[config.mk]
export PLATFORM = sky130hd
export DESIGN_NAME = logic_cell_clock_reset_ctrl
export DESIGN_NICKNAME = d
export VERILOG_FILES = /design/src/logic/cell_clkrst_pkg.sv /design/src/logic/logic_cell_clock_reset_ctrl.sv
export VERILOG_INCLUDE_DIRS = /design/src /design/src/logic
export SDC_FILE = /design/constraint.sdc
export NUM_CORES = 1
export LEC_CHECK = 0
export BUFFER_PORTS_ARGS = -buffer_cell sky130_fd_sc_hd__buf_2
export CAP_MARGIN = 25
export CORE_UTILIZATION = 60
export DETAILED_ROUTE_END_ITERATION = 7
export GPL_ROUTABILITY_DRIVEN = 0
export GPL_TIMING_DRIVEN = 0
export PLACE_DENSITY = 0.89
export REMOVE_ABC_BUFFERS = 1
export SETUP_SLACK_MARGIN = 0.5
export SLEW_MARGIN = 40
export SYNTH_ARGS = -nofsm -noshare
export SYNTH_HDL_FRONTEND = slang
export SYNTH_SLANG_ARGS = --single-unit
[constraint.sdc]
create_clock -name core_clk -period 8.1 [get_ports core_clk]
set_input_delay 2.43 -clock core_clk [delete_from_list [all_inputs] [get_ports core_clk]]
set_output_delay 2.43 -clock core_clk [all_outputs]
set_load 0.01 [all_outputs]
[src/logic/cell_clkrst_defines.svh]
// Register offsets, field widths and reset values of the logic cell clock/reset control
`ifndef CELL_CLKRST_DEFINES_SVH
`define CELL_CLKRST_DEFINES_SVH

// ----------------------------------------------------------------
// Register byte offsets
// ----------------------------------------------------------------
`define OFS_CLK_CFG_LA0 8'h00
`define OFS_CLK_CFG_LA1 8'h04
`define OFS_CLK_CFG_DP 8'h08
`define OFS_CLK_CFG_SC 8'h0C
`define OFS_RST_CFG 8'h10
`define OFS_MISC_CFG 8'h14
`define OFS_STATE 8'h18

// ----------------------------------------------------------------
// Field widths and reset values
// ----------------------------------------------------------------
`define CLK_CFG_W 10
`define RST_CFG_W 12
`define MISC_CFG_W 9
`define CLK_CFG_RST 10'h000
`define RST_CFG_RST 12'h000
`define MISC_CFG_RST 9'h000
`define NUM_CIRCUITS 4
`define NUM_SOURCES 10
`define SRC_BUS 4'h8
`define SRC_EXT 4'h9
`define CIR_DP 2
`define RD_ZERO 32'h0000_0000

`endif

[src/logic/cell_clkrst_pkg.sv]
// Types shared by the logic cell clock/reset control
`default_nettype none

package cell_clkrst_pkg;

	typedef enum logic [1:0]
	{
		EN_OFF = 2'h0,
		EN_ON = 2'h1,
		EN_EDGE = 2'h2,
		EN_LEVEL = 2'h3
	} en_mode_t;

	typedef struct packed
	{
		logic [3:0] clk_sel;
		logic clk_inv;
		logic [1:0] en_sel;
		logic en_inv;
		en_mode_t en_mode;
	} clk_cfg_t;

	typedef struct packed
	{
		logic la_rst_pol;
		logic [1:0] la_rst_sel;
		logic ctl_rst_en;
		logic st_rst_en;
		logic sc_rst_pol;
		logic [1:0] sc_rst_sel;
		logic dp_rst_pol;
		logic [1:0] dp_rst_sel;
		logic reset_scheme_select;
	} rst_cfg_t;

	typedef struct packed
	{
		logic sync_mode;
		logic counter_mode;
		logic fifo1_fast;
		logic fifo0_fast;
		logic fifo1_inv;
		logic fifo0_inv;
		logic ext_sync;
		logic [1:0] ext_sel;
	} misc_cfg_t;

endpackage : cell_clkrst_pkg

`default_nettype wire

[src/logic/logic_cell_clock_reset_ctrl.sv]
// Clock select/enable and routed reset control of one programmable logic cell
//
// Implementation choices: the register addresses and the APB register port.
`timescale 1ns/100ps
`default_nettype none
`include "cell_clkrst_defines.svh"

module logic_cell_clock_reset_ctrl
(
	// Clock and reset
	input wire logic core_clk,
	input wire logic reset_n,
	// APB slave
	input wire logic psel,
	input wire logic penable,
	input wire logic pwrite,
	input wire logic [7:0] paddr,
	input wire logic [31:0] pwdata,
	output logic pready,
	output logic [31:0] prdata,
	output logic pslverr,
	// Clock sources and routed control inputs
	input wire logic [7:0] global_clk,
	input wire logic bus_clk_app,
	input wire logic [3:0] routed_ctl_in,
	// Gated clock ticks: logic array 0, logic array 1, datapath, status/control
	output logic [3:0] clk_tick,
	output logic fifo0_tick,
	output logic fifo1_tick,
	// Routed resets and mode outputs
	output logic la_reset,
	output logic dp_reset,
	output logic st_reset,
	output logic ctl_reset,
	output logic status_irq_allowed,
	output logic mask_is_period
);

	// ----------------------------------------------------------------
	// Reset synchroniser
	// ----------------------------------------------------------------
	logic rst_meta_r;
	logic rst_n_s_r;

	always_ff @(posedge core_clk or negedge reset_n)
	begin
		if (!reset_n)
		begin
			rst_meta_r <= 1'b0;
			rst_n_s_r <= 1'b0;
		end
		else
		begin
			rst_meta_r <= 1'b1;
			rst_n_s_r <= rst_meta_r;
		end
	end

	// Routing drivers into the cell read as zero until reset is released
	logic [3:0] routed_ctl_input;
	logic [7:0] gclk_in;
	logic bus_in;
	assign routed_ctl_input = routed_ctl_in & {4{rst_n_s_r}};
	assign gclk_in = global_clk & {8{rst_n_s_r}};
	assign bus_in = bus_clk_app & rst_n_s_r;

	// ----------------------------------------------------------------
	// Configuration registers and APB slave
	// ----------------------------------------------------------------
	cell_clkrst_pkg::clk_cfg_t clk_cfg_r [`NUM_CIRCUITS];
	cell_clkrst_pkg::rst_cfg_t rst_cfg_r;
	cell_clkrst_pkg::misc_cfg_t misc_cfg_r;
	logic pready_r;
	logic [31:0] prdata_r;
	logic pslverr_r;
	logic wr_en;
	logic [31:0] rd_nxt;
	logic hit;
	logic [31:0] state_word;

	assign wr_en = psel & penable & pready_r & pwrite & ~pslverr_r;

	always_comb
	begin
		hit = 1'b1;
		rd_nxt = `RD_ZERO;
		unique case (paddr)
			`OFS_CLK_CFG_LA0: rd_nxt[`CLK_CFG_W-1:0] = clk_cfg_r[0];
			`OFS_CLK_CFG_LA1: rd_nxt[`CLK_CFG_W-1:0] = clk_cfg_r[1];
			`OFS_CLK_CFG_DP: rd_nxt[`CLK_CFG_W-1:0] = clk_cfg_r[2];
			`OFS_CLK_CFG_SC: rd_nxt[`CLK_CFG_W-1:0] = clk_cfg_r[3];
			`OFS_RST_CFG: rd_nxt[`RST_CFG_W-1:0] = rst_cfg_r;
			`OFS_MISC_CFG: rd_nxt[`MISC_CFG_W-1:0] = misc_cfg_r;
			`OFS_STATE: rd_nxt = state_word;
			default: hit = 1'b0;
		endcase
	end

	// Two-cycle access phase gives a registered answer
	always_ff @(posedge core_clk or negedge rst_n_s_r)
	begin
		if (!rst_n_s_r)
		begin
			pready_r <= 1'b0;
			prdata_r <= `RD_ZERO;
			pslverr_r <= 1'b0;
		end
		else
		begin
			pready_r <= psel & penable & ~pready_r;
			pslverr_r <= psel & penable & ~pready_r & (~hit | (pwrite & (paddr == `OFS_STATE)));
			prdata_r <= (psel & penable & ~pready_r & ~pwrite) ? rd_nxt : `RD_ZERO;
		end
	end

	// All configuration clears to zero at power-on
	always_ff @(posedge core_clk or negedge rst_n_s_r)
	begin
		if (!rst_n_s_r)
		begin
			for (int i = 0; i < `NUM_CIRCUITS; i++)
				clk_cfg_r[i] <= `CLK_CFG_RST;
			rst_cfg_r <= `RST_CFG_RST;
			misc_cfg_r <= `MISC_CFG_RST;
		end
		else if (wr_en)
		begin
			for (int i = 0; i < `NUM_CIRCUITS; i++)
				if (paddr == 8'(i * 4))
					clk_cfg_r[i] <= pwdata[`CLK_CFG_W-1:0];
			if (paddr == `OFS_RST_CFG)
				rst_cfg_r <= pwdata[`RST_CFG_W-1:0];
			if (paddr == `OFS_MISC_CFG)
				misc_cfg_r <= pwdata[`MISC_CFG_W-1:0];
		end
	end

	// ----------------------------------------------------------------
	// External clock selection
	// ----------------------------------------------------------------
	logic ext_meta_r;
	logic ext_sync_r;
	logic ext_clk;

	always_ff @(posedge core_clk or negedge rst_n_s_r)
	begin
		if (!rst_n_s_r)
		begin
			ext_meta_r <= 1'b0;
			ext_sync_r <= 1'b0;
		end
		else
		begin
			ext_meta_r <= routed_ctl_input[misc_cfg_r.ext_sel];
			ext_sync_r <= ext_meta_r;
		end
	end

	assign ext_clk = misc_cfg_r.ext_sync ? ext_sync_r : routed_ctl_input[misc_cfg_r.ext_sel];

	logic [`NUM_SOURCES-1:0] src_vec;
	assign src_vec = {ext_clk, bus_in, gclk_in};

	// ----------------------------------------------------------------
	// Clock select/enable circuits
	// ----------------------------------------------------------------
	// Clocks are modelled as rising-edge ticks on core_clk; no real clock gating,
	// so sources faster than half of core_clk are not followed.
	logic [3:0] clk_tick_r;
	logic [3:0] en_level;
	logic [3:0] en_prev_r;
	logic [3:0] src_prev_r;
	logic [3:0] src_now;
	logic [3:0] raw_tick;
	logic [3:0] gate;
	logic dp_fall_tick;
	logic dp_en_ok;

	for (genvar g = 0; g < `NUM_CIRCUITS; g++)
	begin : g_circ
		assign src_now[g] = (clk_cfg_r[g].clk_sel < `NUM_SOURCES) &
			(src_vec[clk_cfg_r[g].clk_sel] ^ clk_cfg_r[g].clk_inv);
		assign raw_tick[g] = src_now[g] & ~src_prev_r[g];
		assign en_level[g] = routed_ctl_input[clk_cfg_r[g].en_sel] ^ clk_cfg_r[g].en_inv;

		always_comb
		begin
			unique case (clk_cfg_r[g].en_mode)
				cell_clkrst_pkg::EN_OFF: gate[g] = 1'b0;
				cell_clkrst_pkg::EN_ON: gate[g] = raw_tick[g];
				cell_clkrst_pkg::EN_EDGE: gate[g] = raw_tick[g] & en_level[g] & ~en_prev_r[g];
				cell_clkrst_pkg::EN_LEVEL: gate[g] = raw_tick[g] & en_level[g];
			endcase
		end

		always_ff @(posedge core_clk or negedge rst_n_s_r)
		begin
			if (!rst_n_s_r)
				src_prev_r[g] <= 1'b0;
			else
				src_prev_r[g] <= src_now[g];
		end

		// Enable is sampled only on the selected clock, as a flop clocked by it would
		always_ff @(posedge core_clk or negedge rst_n_s_r)
		begin
			if (!rst_n_s_r)
				en_prev_r[g] <= 1'b0;
			else if (raw_tick[g])
				en_prev_r[g] <= en_level[g];
		end

		always_ff @(posedge core_clk or negedge rst_n_s_r)
		begin
			if (!rst_n_s_r)
				clk_tick_r[g] <= 1'b0;
			else
				clk_tick_r[g] <= gate[g];
		end

		a_off_no_tick: assert property (@(posedge core_clk) disable iff (!rst_n_s_r)
			(clk_cfg_r[g].en_mode == cell_clkrst_pkg::EN_OFF) |=> !clk_tick_r[g])
			else $error("tick delivered in off mode");
		a_on_free_run: assert property (@(posedge core_clk) disable iff (!rst_n_s_r)
			(clk_cfg_r[g].en_mode == cell_clkrst_pkg::EN_ON) && raw_tick[g] |=> clk_tick_r[g])
			else $error("source edge lost in on mode");
		a_level_gating: assert property (@(posedge core_clk) disable iff (!rst_n_s_r)
			clk_tick_r[g] && ($past(clk_cfg_r[g].en_mode) == cell_clkrst_pkg::EN_LEVEL)
			|-> $past(en_level[g]))
			else $error("level mode passed clock with enable low");
		a_edge_once: assert property (@(posedge core_clk) disable iff (!rst_n_s_r)
			$rose(clk_tick_r[g]) && (clk_cfg_r[g].en_mode == cell_clkrst_pkg::EN_EDGE)
			&& $stable(clk_cfg_r[g]) |-> en_prev_r[g] && !gate[g])
			else $error("edge mode gave more than one tick per rise");
	end

	// Inverted FIFO clock: falling edge of the datapath source under the same enable
	assign dp_fall_tick = ~src_now[`CIR_DP] & src_prev_r[`CIR_DP];
	always_comb
	begin
		unique case (clk_cfg_r[`CIR_DP].en_mode)
			cell_clkrst_pkg::EN_OFF: dp_en_ok = 1'b0;
			cell_clkrst_pkg::EN_ON: dp_en_ok = 1'b1;
			cell_clkrst_pkg::EN_EDGE: dp_en_ok = en_level[`CIR_DP] & ~en_prev_r[`CIR_DP];
			cell_clkrst_pkg::EN_LEVEL: dp_en_ok = en_level[`CIR_DP];
		endcase
	end

	// ----------------------------------------------------------------
	// FIFO clocks
	// ----------------------------------------------------------------
	logic bus_prev_r;
	logic bus_tick;
	logic fifo0_tick_r;
	logic fifo1_tick_r;
	assign bus_tick = bus_in & ~bus_prev_r;

	always_ff @(posedge core_clk or negedge rst_n_s_r)
	begin
		if (!rst_n_s_r)
		begin
			bus_prev_r <= 1'b0;
			fifo0_tick_r <= 1'b0;
			fifo1_tick_r <= 1'b0;
		end
		else
		begin
			bus_prev_r <= bus_in;
			fifo0_tick_r <= misc_cfg_r.fifo0_fast ? bus_tick :
				(misc_cfg_r.fifo0_inv ? dp_fall_tick & dp_en_ok : gate[`CIR_DP]);
			fifo1_tick_r <= misc_cfg_r.fifo1_fast ? bus_tick :
				(misc_cfg_r.fifo1_inv ? dp_fall_tick & dp_en_ok : gate[`CIR_DP]);
		end
	end

	a_fifo_fast: assert property (@(posedge core_clk) disable iff (!rst_n_s_r)
		misc_cfg_r.fifo0_fast && bus_tick |=> fifo0_tick)
		else $error("fast fifo did not follow bus clock");
	a_fifo_follow: assert property (@(posedge core_clk) disable iff (!rst_n_s_r)
		!misc_cfg_r.fifo1_fast && !misc_cfg_r.fifo1_inv |=> fifo1_tick == clk_tick_r[`CIR_DP])
		else $error("fifo clock departed from datapath clock");

	// ----------------------------------------------------------------
	// Routed resets and mode outputs
	// ----------------------------------------------------------------
	// Only the logic array, datapath and status/control resets leave here; data registers,
	// mask/period and aux control have no reset line, so routed reset cannot touch them.
	// No RAM is kept here, so nothing depends on power-on RAM contents.
	logic la_reset_r;
	logic dp_reset_r;
	logic st_reset_r;
	logic ctl_reset_r;
	logic irq_ok_r;
	logic mask_period_r;
	logic std_mode;
	logic sc_rst;
	assign std_mode = rst_cfg_r.reset_scheme_select;
	assign sc_rst = routed_ctl_input[rst_cfg_r.sc_rst_sel] ^ rst_cfg_r.sc_rst_pol;

	always_ff @(posedge core_clk or negedge rst_n_s_r)
	begin
		if (!rst_n_s_r)
		begin
			la_reset_r <= 1'b0;
			dp_reset_r <= 1'b0;
			st_reset_r <= 1'b0;
			ctl_reset_r <= 1'b0;
		end
		else
		begin
			la_reset_r <= std_mode & (routed_ctl_input[rst_cfg_r.la_rst_sel] ^ rst_cfg_r.la_rst_pol);
			dp_reset_r <= std_mode & (routed_ctl_input[rst_cfg_r.dp_rst_sel] ^ rst_cfg_r.dp_rst_pol);
			st_reset_r <= std_mode & rst_cfg_r.st_rst_en & sc_rst;
			ctl_reset_r <= std_mode & rst_cfg_r.ctl_rst_en & sc_rst;
		end
	end

	always_ff @(posedge core_clk or negedge rst_n_s_r)
	begin
		if (!rst_n_s_r)
		begin
			irq_ok_r <= 1'b0;
			mask_period_r <= 1'b0;
		end
		else
		begin
			irq_ok_r <= ~misc_cfg_r.counter_mode & ~misc_cfg_r.sync_mode;
			mask_period_r <= misc_cfg_r.counter_mode;
		end
	end

	a_legacy_no_rst: assert property (@(posedge core_clk) disable iff (!rst_n_s_r)
		!std_mode |=> !dp_reset && !st_reset && !ctl_reset && !la_reset)
		else $error("routed reset active in legacy mode");
	a_dp_rst_sel: assert property (@(posedge core_clk) disable iff (!rst_n_s_r)
		std_mode |=> dp_reset == ($past(routed_ctl_input[rst_cfg_r.dp_rst_sel]) ^ $past(rst_cfg_r.dp_rst_pol)))
		else $error("datapath reset select or polarity wrong");
	a_sc_rst_enable: assert property (@(posedge core_clk) disable iff (!rst_n_s_r)
		!rst_cfg_r.st_rst_en |=> !st_reset)
		else $error("status reset not gated by its enable");
	a_counter_no_irq: assert property (@(posedge core_clk) disable iff (!rst_n_s_r)
		misc_cfg_r.counter_mode |=> !status_irq_allowed && mask_is_period)
		else $error("interrupt allowed in counter mode");
	a_sync_no_mask: assert property (@(posedge core_clk) disable iff (!rst_n_s_r)
		misc_cfg_r.sync_mode |=> !status_irq_allowed)
		else $error("mask usable in sync mode");

	// ----------------------------------------------------------------
	// Read-back state and outputs
	// ----------------------------------------------------------------
	assign state_word = {16'h0000, en_level, src_now, ext_clk, la_reset_r, dp_reset_r,
		st_reset_r, ctl_reset_r, irq_ok_r, fifo1_tick_r, fifo0_tick_r};

	assign pready = pready_r;
	assign prdata = prdata_r;
	assign pslverr = pslverr_r;
	assign clk_tick = clk_tick_r;
	assign fifo0_tick = fifo0_tick_r;
	assign fifo1_tick = fifo1_tick_r;
	assign la_reset = la_reset_r;
	assign dp_reset = dp_reset_r;
	assign st_reset = st_reset_r;
	assign ctl_reset = ctl_reset_r;
	assign status_irq_allowed = irq_ok_r;
	assign mask_is_period = mask_period_r;

endmodule : logic_cell_clock_reset_ctrl

`default_nettype wire
* After elaboration in Yosys (flattened, before gate mapping)
Cells that the tools add are included.
** Storage, ports and cells
- Register bits after elaboration :: 120
- Input port bits :: 58
- Output and inout port bits :: 46
- Word-level logic and storage cells :: 217
** Operators by class
- Order comparisons :: 16
- Eq/ne operators :: 18
- Mux-type cells :: 40
- Bitwise operators :: 66
- Reductions and logical operators :: 12
** Operators with widths (number)
- $pmux W9 S7 :: 1
- $and A1 B1 Y1 :: 36
- $mux W32 :: 1
- $eq A8 B5 Y1 const B :: 3
- $lt A2 B3 Y1 const B :: 8
- $lt A4 B5 Y1 const B :: 4
- $pmux W1 S4 :: 5
- $mux W1 :: 18
- $bmux W1 S2 :: 8
- $bmux W1 S4 :: 4
- $eq A2 B2 Y1 const B :: 8
- $eq A8 B4 Y1 const B :: 2
- $lt A4 B4 Y1 const B :: 4
- $not A1 Y1 :: 16
- $reduce_and A2 Y1 :: 6
- $xor A1 B1 Y1 :: 11
- $and A8 B8 Y8 :: 1
- $eq A2 B1 Y1 const B :: 4
- $eq A8 B3 Y1 const B :: 1
- $logic_not A2 Y1 :: 4
- $logic_not A8 Y1 :: 1
- $reduce_or A7 Y1 :: 1
- $pmux W1 S6 :: 1
- $and A4 B4 Y4 :: 1
- 3 further kinds :: 3

* Longest topological paths before layout
- Word-level depth :: 14
- Mapped depth :: 7
- Depth with buffers taken out :: 7

* Worst setup path after synthesis
OpenSTA, ideal clock, no wires.
- Path type :: register -> register
- Start point :: reg rst_n_s_r
- End point :: reg fifo0_tick_r (netlist: fifo0_tick)
- Setup time :: 0.087 ns
- Data arrival time :: 4.258 ns
- Data required time :: 8.013 ns
- Path slack :: 3.755 ns
- Stages on the path, launching flop included :: 7
- Buffers on the path :: 0
- Clock period less this slack :: 4.345 ns
- Cells stage by stage :: dfrtp_1 -> or3b_1 -> o221a_1 -> a21o_1 -> and4_4 -> or4_1 -> o211ai_1
** Between the ends
- Longest elaborated chain between the ends :: 14
- Elaborated cells between the ends (all ways) :: 25
- Those cells by class :: 11 x mux; 14 x bitwise
** Ends and longest elaborated chain
- start: declaration :: RTL line logic_cell_clock_reset_ctrl.sv:43 : logic rst_n_s_r;
- start signal: assignment :: RTL line logic_cell_clock_reset_ctrl.sv:55 : rst_n_s_r <= rst_meta_r;
- $and A4 B4 Y4 :: RTL line logic_cell_clock_reset_ctrl.sv:63 : assign routed_ctl_input = routed_ctl_in & {4{rst_n_s_r}};
- $bmux W1 S2 :: RTL line logic_cell_clock_reset_ctrl.sv:159 : assign ext_clk = misc_cfg_r.ext_sync ? ext_sync_r : routed_ctl_input[misc_cfg_r.ext_sel];
- $mux W1 (not written as such) :: RTL line logic_cell_clock_reset_ctrl.sv:159
- $mux W1 :: RTL line logic_cell_clock_reset_ctrl.sv:159
- $bmux W1 S4 :: RTL line logic_cell_clock_reset_ctrl.sv:182 : (src_vec[clk_cfg_r[g].clk_sel] ^ clk_cfg_r[g].clk_inv);
- $mux W1 (not written as such) :: RTL line logic_cell_clock_reset_ctrl.sv:182
- $xor A1 B1 Y1 :: RTL line logic_cell_clock_reset_ctrl.sv:182
- $and A1 B1 Y1 :: RTL line logic_cell_clock_reset_ctrl.sv:181 : assign src_now[g] = (clk_cfg_r[g].clk_sel < `NUM_SOURCES) &
- $and A1 B1 Y1 :: RTL line logic_cell_clock_reset_ctrl.sv:183 : assign raw_tick[g] = src_now[g] & ~src_prev_r[g];
- $and A1 B1 Y1 :: RTL line logic_cell_clock_reset_ctrl.sv:191, logic_cell_clock_reset_ctrl.sv:192
- $and A1 B1 Y1 :: RTL line logic_cell_clock_reset_ctrl.sv:191 : cell_clkrst_pkg::EN_EDGE: gate[g] = raw_tick[g] & en_level[g] & ~en_prev_r[g];
- $pmux W1 S4 :: RTL line logic_cell_clock_reset_ctrl.sv:188 : unique case (clk_cfg_r[g].en_mode)
- $mux W1 :: RTL line logic_cell_clock_reset_ctrl.sv:270 : (misc_cfg_r.fifo0_inv ? dp_fall_tick & dp_en_ok : gate[`CIR_DP]);
- $mux W1 * :: RTL line logic_cell_clock_reset_ctrl.sv:269 : fifo0_tick_r <= misc_cfg_r.fifo0_fast ? bus_tick :
- end signal: assignment :: RTL line logic_cell_clock_reset_ctrl.sv:269
- end: declaration :: RTL line logic_cell_clock_reset_ctrl.sv:254 : logic fifo0_tick_r;
Every way passes the cells marked *; elsewhere a longest branch is shown, timed or not. The select of a mux whose other input is x is not followed.
A chain may end at the register's enable or synchronous reset.

* Worst setup path in the final report
- Start point :: in paddr[1]
- End point :: reg rst_cfg_r[9] (netlist name)
** Between the ends
- Longest elaborated chain between the ends :: 2
** Ends and longest elaborated chain
- start: declaration :: RTL line logic_cell_clock_reset_ctrl.sv:17 : input wire logic [7:0] paddr,
- $eq A8 B5 Y1
- $reduce_and A2 Y1 (no source line)
- end signal: assignment :: RTL line logic_cell_clock_reset_ctrl.sv:123 : rst_cfg_r <= `RST_CFG_RST;
- end signal: assignment :: RTL line logic_cell_clock_reset_ctrl.sv:132 : rst_cfg_r <= pwdata[`RST_CFG_W-1:0];
- end: declaration :: RTL line logic_cell_clock_reset_ctrl.sv:71 : cell_clkrst_pkg::rst_cfg_t rst_cfg_r;
No other way between the ends.

==> impl_metrics.csv <==
group,metric,value,unit
clock_network,tritoncts_buffer_count,9,
yosys,synth_xor_area_frac,0.0151,
yosys,synth.top_cells.by_area,"sky130_fd_sc_hd__dfrtp_1 (50%), sky130_fd_sc_hd__mux2_2 (8.0%), sky130_fd_sc_hd__mux4_2 (7.8%)",
timing,setup_viol,0,
final_layout,layout.core_utilization,0.703,
clock_network,cts_repair_resize_count,0,
critical_path,rrSetupSlack,5.31,ns
drt,dr.first_iter.drc_count,402,
global_route,grt_pass1_wl,20500,um
final_layout,drive_above_1_share,0.297,
drt,detail_route.wirelength,13000,um
clock_network,clock_tree_from_tritoncts,"done",
critical_path,worst-setup-path-type,"input pin to flop",
timing,fin_crit,4.93,ns
clock_network,post_cts_buffers,0,
floorplan,floorplan.die.height,95.3,um
global_route,grt_remaining_overflow,0,
yosys,synth_top_family_by_area,"multiplexers",
clock_network,count_of_h_tree_levels_built_during_cts,3,
yosys,synth.area.mux_share,0.253,
power_and_ir_drop,power_total,971,uW
yosys,post_synth_fa_ha_maj_area_fraction,0,
power_and_ir_drop,power_density_over_cell_area,167,nW/um^2
clock_network,cts.reportedPaths.clkPinSlew,0.10,ns
timing,fin_worst_skew,0.0109,ns
clock_network,ctsLongestPathBuffers,2,
flow_run,drv.max_cap_violation_count,0,
global_route,grt_antenna_before_repair,0,
floorplan,initial_cell_density_of_the_core,0.629,
timing,hold_viol,0,
power_and_ir_drop,reported_leakage_power,0.00284,uW
final_layout,areaGrowthSynthToFinish,11.7,%
yosys,synth-compound-area-share,0.0949,
yosys,synth-edff-count,0,
yosys,sequential_cell_area_fraction_in_the_yosys_report,0.499,
yosys,synthesized_area_fraction_occupied_by_and_or_nand_nor_cells,0.0949,
global_route,vias_in_the_first_global_route,3878,
floorplan,std_cell_rows,33,
timing,worst_margin_slew,0.698,ns
critical_path,cp_data_arrival_time,5.17,ns
yosys,syn-instance-count,424,
place,dpl.hpwl,9220,um
yosys,ys_seq_elements,104,
status,outcome,"complete, no violations",
final_layout,antenna_cells,0,
drt,avgRoutedWirePerCell,21.8,um
timing,timing.max_slew.rel_slack,0.533,
power_and_ir_drop,peak_supply_drop,107,uV
drt,dr_total_vias,3908,
yosys,leading_cell_types_by_count_after_synthesis,"sky130_fd_sc_hd__dfrtp_1 (104), sky130_fd_sc_hd__mux2_2 (37), sky130_fd_sc_hd__mux2_1 (29)",
clock_network,cts-hold-fix-buffers,0,
yosys,netlist.top_cell.by_area,"sky130_fd_sc_hd__dfrtp_1",
yosys,synth.distinct_cells,52,
critical_path,crit_fanout,12,
critical_path,critical_path.startpoint_type,"input pin",
drt,detailed_router_iteration_count_before_antenna_repair,5,
yosys,synth.yosys.warnings,0,
floorplan,dieArea,9070,um^2
floorplan,design.core.area,8300,um^2
timing,fin_crit_sh,0.609,
global_route,largest_net_degree_at_the_start_of_global_routing,46,
drt,final_antenna_net_count,0,
yosys,synth-main-ff-cell,"sky130_fd_sc_hd__dfrtp_1",
critical_path,critPathRequiredTime,8.35,ns
yosys,syn-mean-instance-area,12.3,um^2
floorplan,ios,104,
final_layout,num-nets-final,544,
yosys,async_reset_ff_frac,1.00,
critical_path,cp-end-kind,"flop",
timing,fmax,203,MHz
global_route,groute.usage.overall,0.313,
yosys,post_synth_instance_area,5220,um^2
timing,timing_max_transition_violations_final,0,
timing,grt_setup_unrepaired,"false",
clock_network,worst_skew_pair_latency,0.37,ns
yosys,post-synth-top-count-cell,"sky130_fd_sc_hd__dfrtp_1",
yosys,synth_top_area_share,0.499,
clock_network,cts.sink_count,104,
place,placement.io_buffers,67,
hold_path,min-delay-path-class,"flop to async pin",
drt,post-route-drc-count,0,
floorplan,die_w,95.3,um
timing,finalSetupTns,0,ns
clock_network,clk_root_buffer_cell,"sky130_fd_sc_hd__clkbuf_8",
drt,post_drt_via_cell_ratio,6.56,
==> cell usage in the layout, fill, tap and decap left out, drive strengths merged, types with 2 or more instances in the layout <==
cell type / n
conb: 17
bufinv: 2
o211ai: 5
and3: 6
nand2b: 3
clkinv: 3
a31oi: 3
nor2: 21
xnor2: 3
nor2b: 5
a221oi: 2
a22oi: 10
nand3b: 3
a21boi: 2
nand2: 25
or4: 5
buf: 69
a211oi: 4
mux2: 66
inv: 8
mux2i: 17
nand3: 6
a21oi: 17
clkbuf: 11
xor2: 6
nor3: 6
a32oi: 2
o21bai: 2
dfrtp: 104
nor3b: 3
a222oi: 4
o21ai: 10
a21o: 2
and2: 8
mux4: 18
a22o: 3
==> worst max-delay path, stage by stage <==
cell and delay [ns]:
sky130_fd_sc_hd__buf_2 0.09, sky130_fd_sc_hd__or4_1 0.59, sky130_fd_sc_hd__nor2_1 0.43, sky130_fd_sc_hd__and3_1 0.56
sky130_fd_sc_hd__and2_1 0.65, sky130_fd_sc_hd__mux2_1 0.42
==> flip-flops by register name, summed over array words and instances, names as in the netlist <==
name                count
std_mode                1
fifo1_tick              1
pready                  1
dp_reset                1
mask_is_period          1
la_reset                1
misc_cfg_r              9
st_reset                1
ext_sync_r              1
ctl_reset               1
clk_cfg_r              40
src_prev_r              4
rst_cfg_r              11
rst_n_s_r               1
status_irq_allowed      1
rst_meta_r              1
prdata                 16
bus_prev_r              1
en_prev_r               4
pslverr                 1
clk_tick                4
ext_meta_r              1
fifo0_tick              1
==> path summary, 6_finish.rpt <==
path / from / end / depth (start not counted)
setup / recovery: paddr[1] / rst_cfg_r[9]$_DFFE_PN0P_ / 6
hold / removal: rst_n_s_r$_DFF_PN0_ / misc_cfg_r[4]$_DFFE_PN0P_ / 0
setup reg to reg: rst_n_s_r$_DFF_PN0_ / en_prev_r[1]$_DFFE_PN0P_ / 6
hold reg to reg: rst_n_s_r$_DFF_PN0_ / misc_cfg_r[4]$_DFFE_PN0P_ / 0
max in group asynchronous: reset_n / rst_n_s_r$_DFF_PN0_ / 1
min in group core_clk: rst_meta_r$_DFF_PN0_ / rst_n_s_r$_DFF_PN0_ / 0
==> power by group <==
group | total, uW | internal [uW] | switching (uW)
logic | 69.0 | 25.8 | 43.3
registers | 533 | 526 | 7.70
clock network | 369 | 191 | 179
total | 971 | 742 | 230
==> stage by stage <==
step	hold WS [ns]	instance area (um^2)	worst slack, ns	std cells
5_1_grt	0.368	5830	3.14	596
2_1_floorplan	0.331	5080	3.62	406
4_1_cts	0.328	5830	3.30	596
3_3_place_gp	0.334	5550	2.63	578
3_5_place_dp	0.329	5600	2.91	580
6_report	0.315	5830	3.17	596
==> metal layers <==
| metal | track usage | wire length, um | up-vias |
|---|---|---|---|
| met1 | 0.411 | 5030 | 1927 |
| met2 | 0.484 | 6150 | 268 |
| li1 | - | - | 1662 |
| met5 | 0 | 0 | - |
| met4 | 0.158 | 522 | 0 |
| met3 | 0.0766 | 1280 | 51 |
==> cell families after synthesis <==
family	after synthesis
XOR/XNOR	9
multiplexers	101
AND/OR/NAND/NOR	95
AO/OA/AOI/OAI	72
flip-flops	104
other	2
buffers and inverters	41
==> layout make-up <==
cell class | count | area [um^2]
tap | 105 | 131
sequential | 104 | 2610
inverter | 8 | 30.0
fill | 566 | 2470
clock inverter | 5 | 78.8
timing repair buffer | 69 | 375
clock buffer | 11 | 151
multi-input combinational | 294 | 2460
Power figures use the tool's default switching activity.
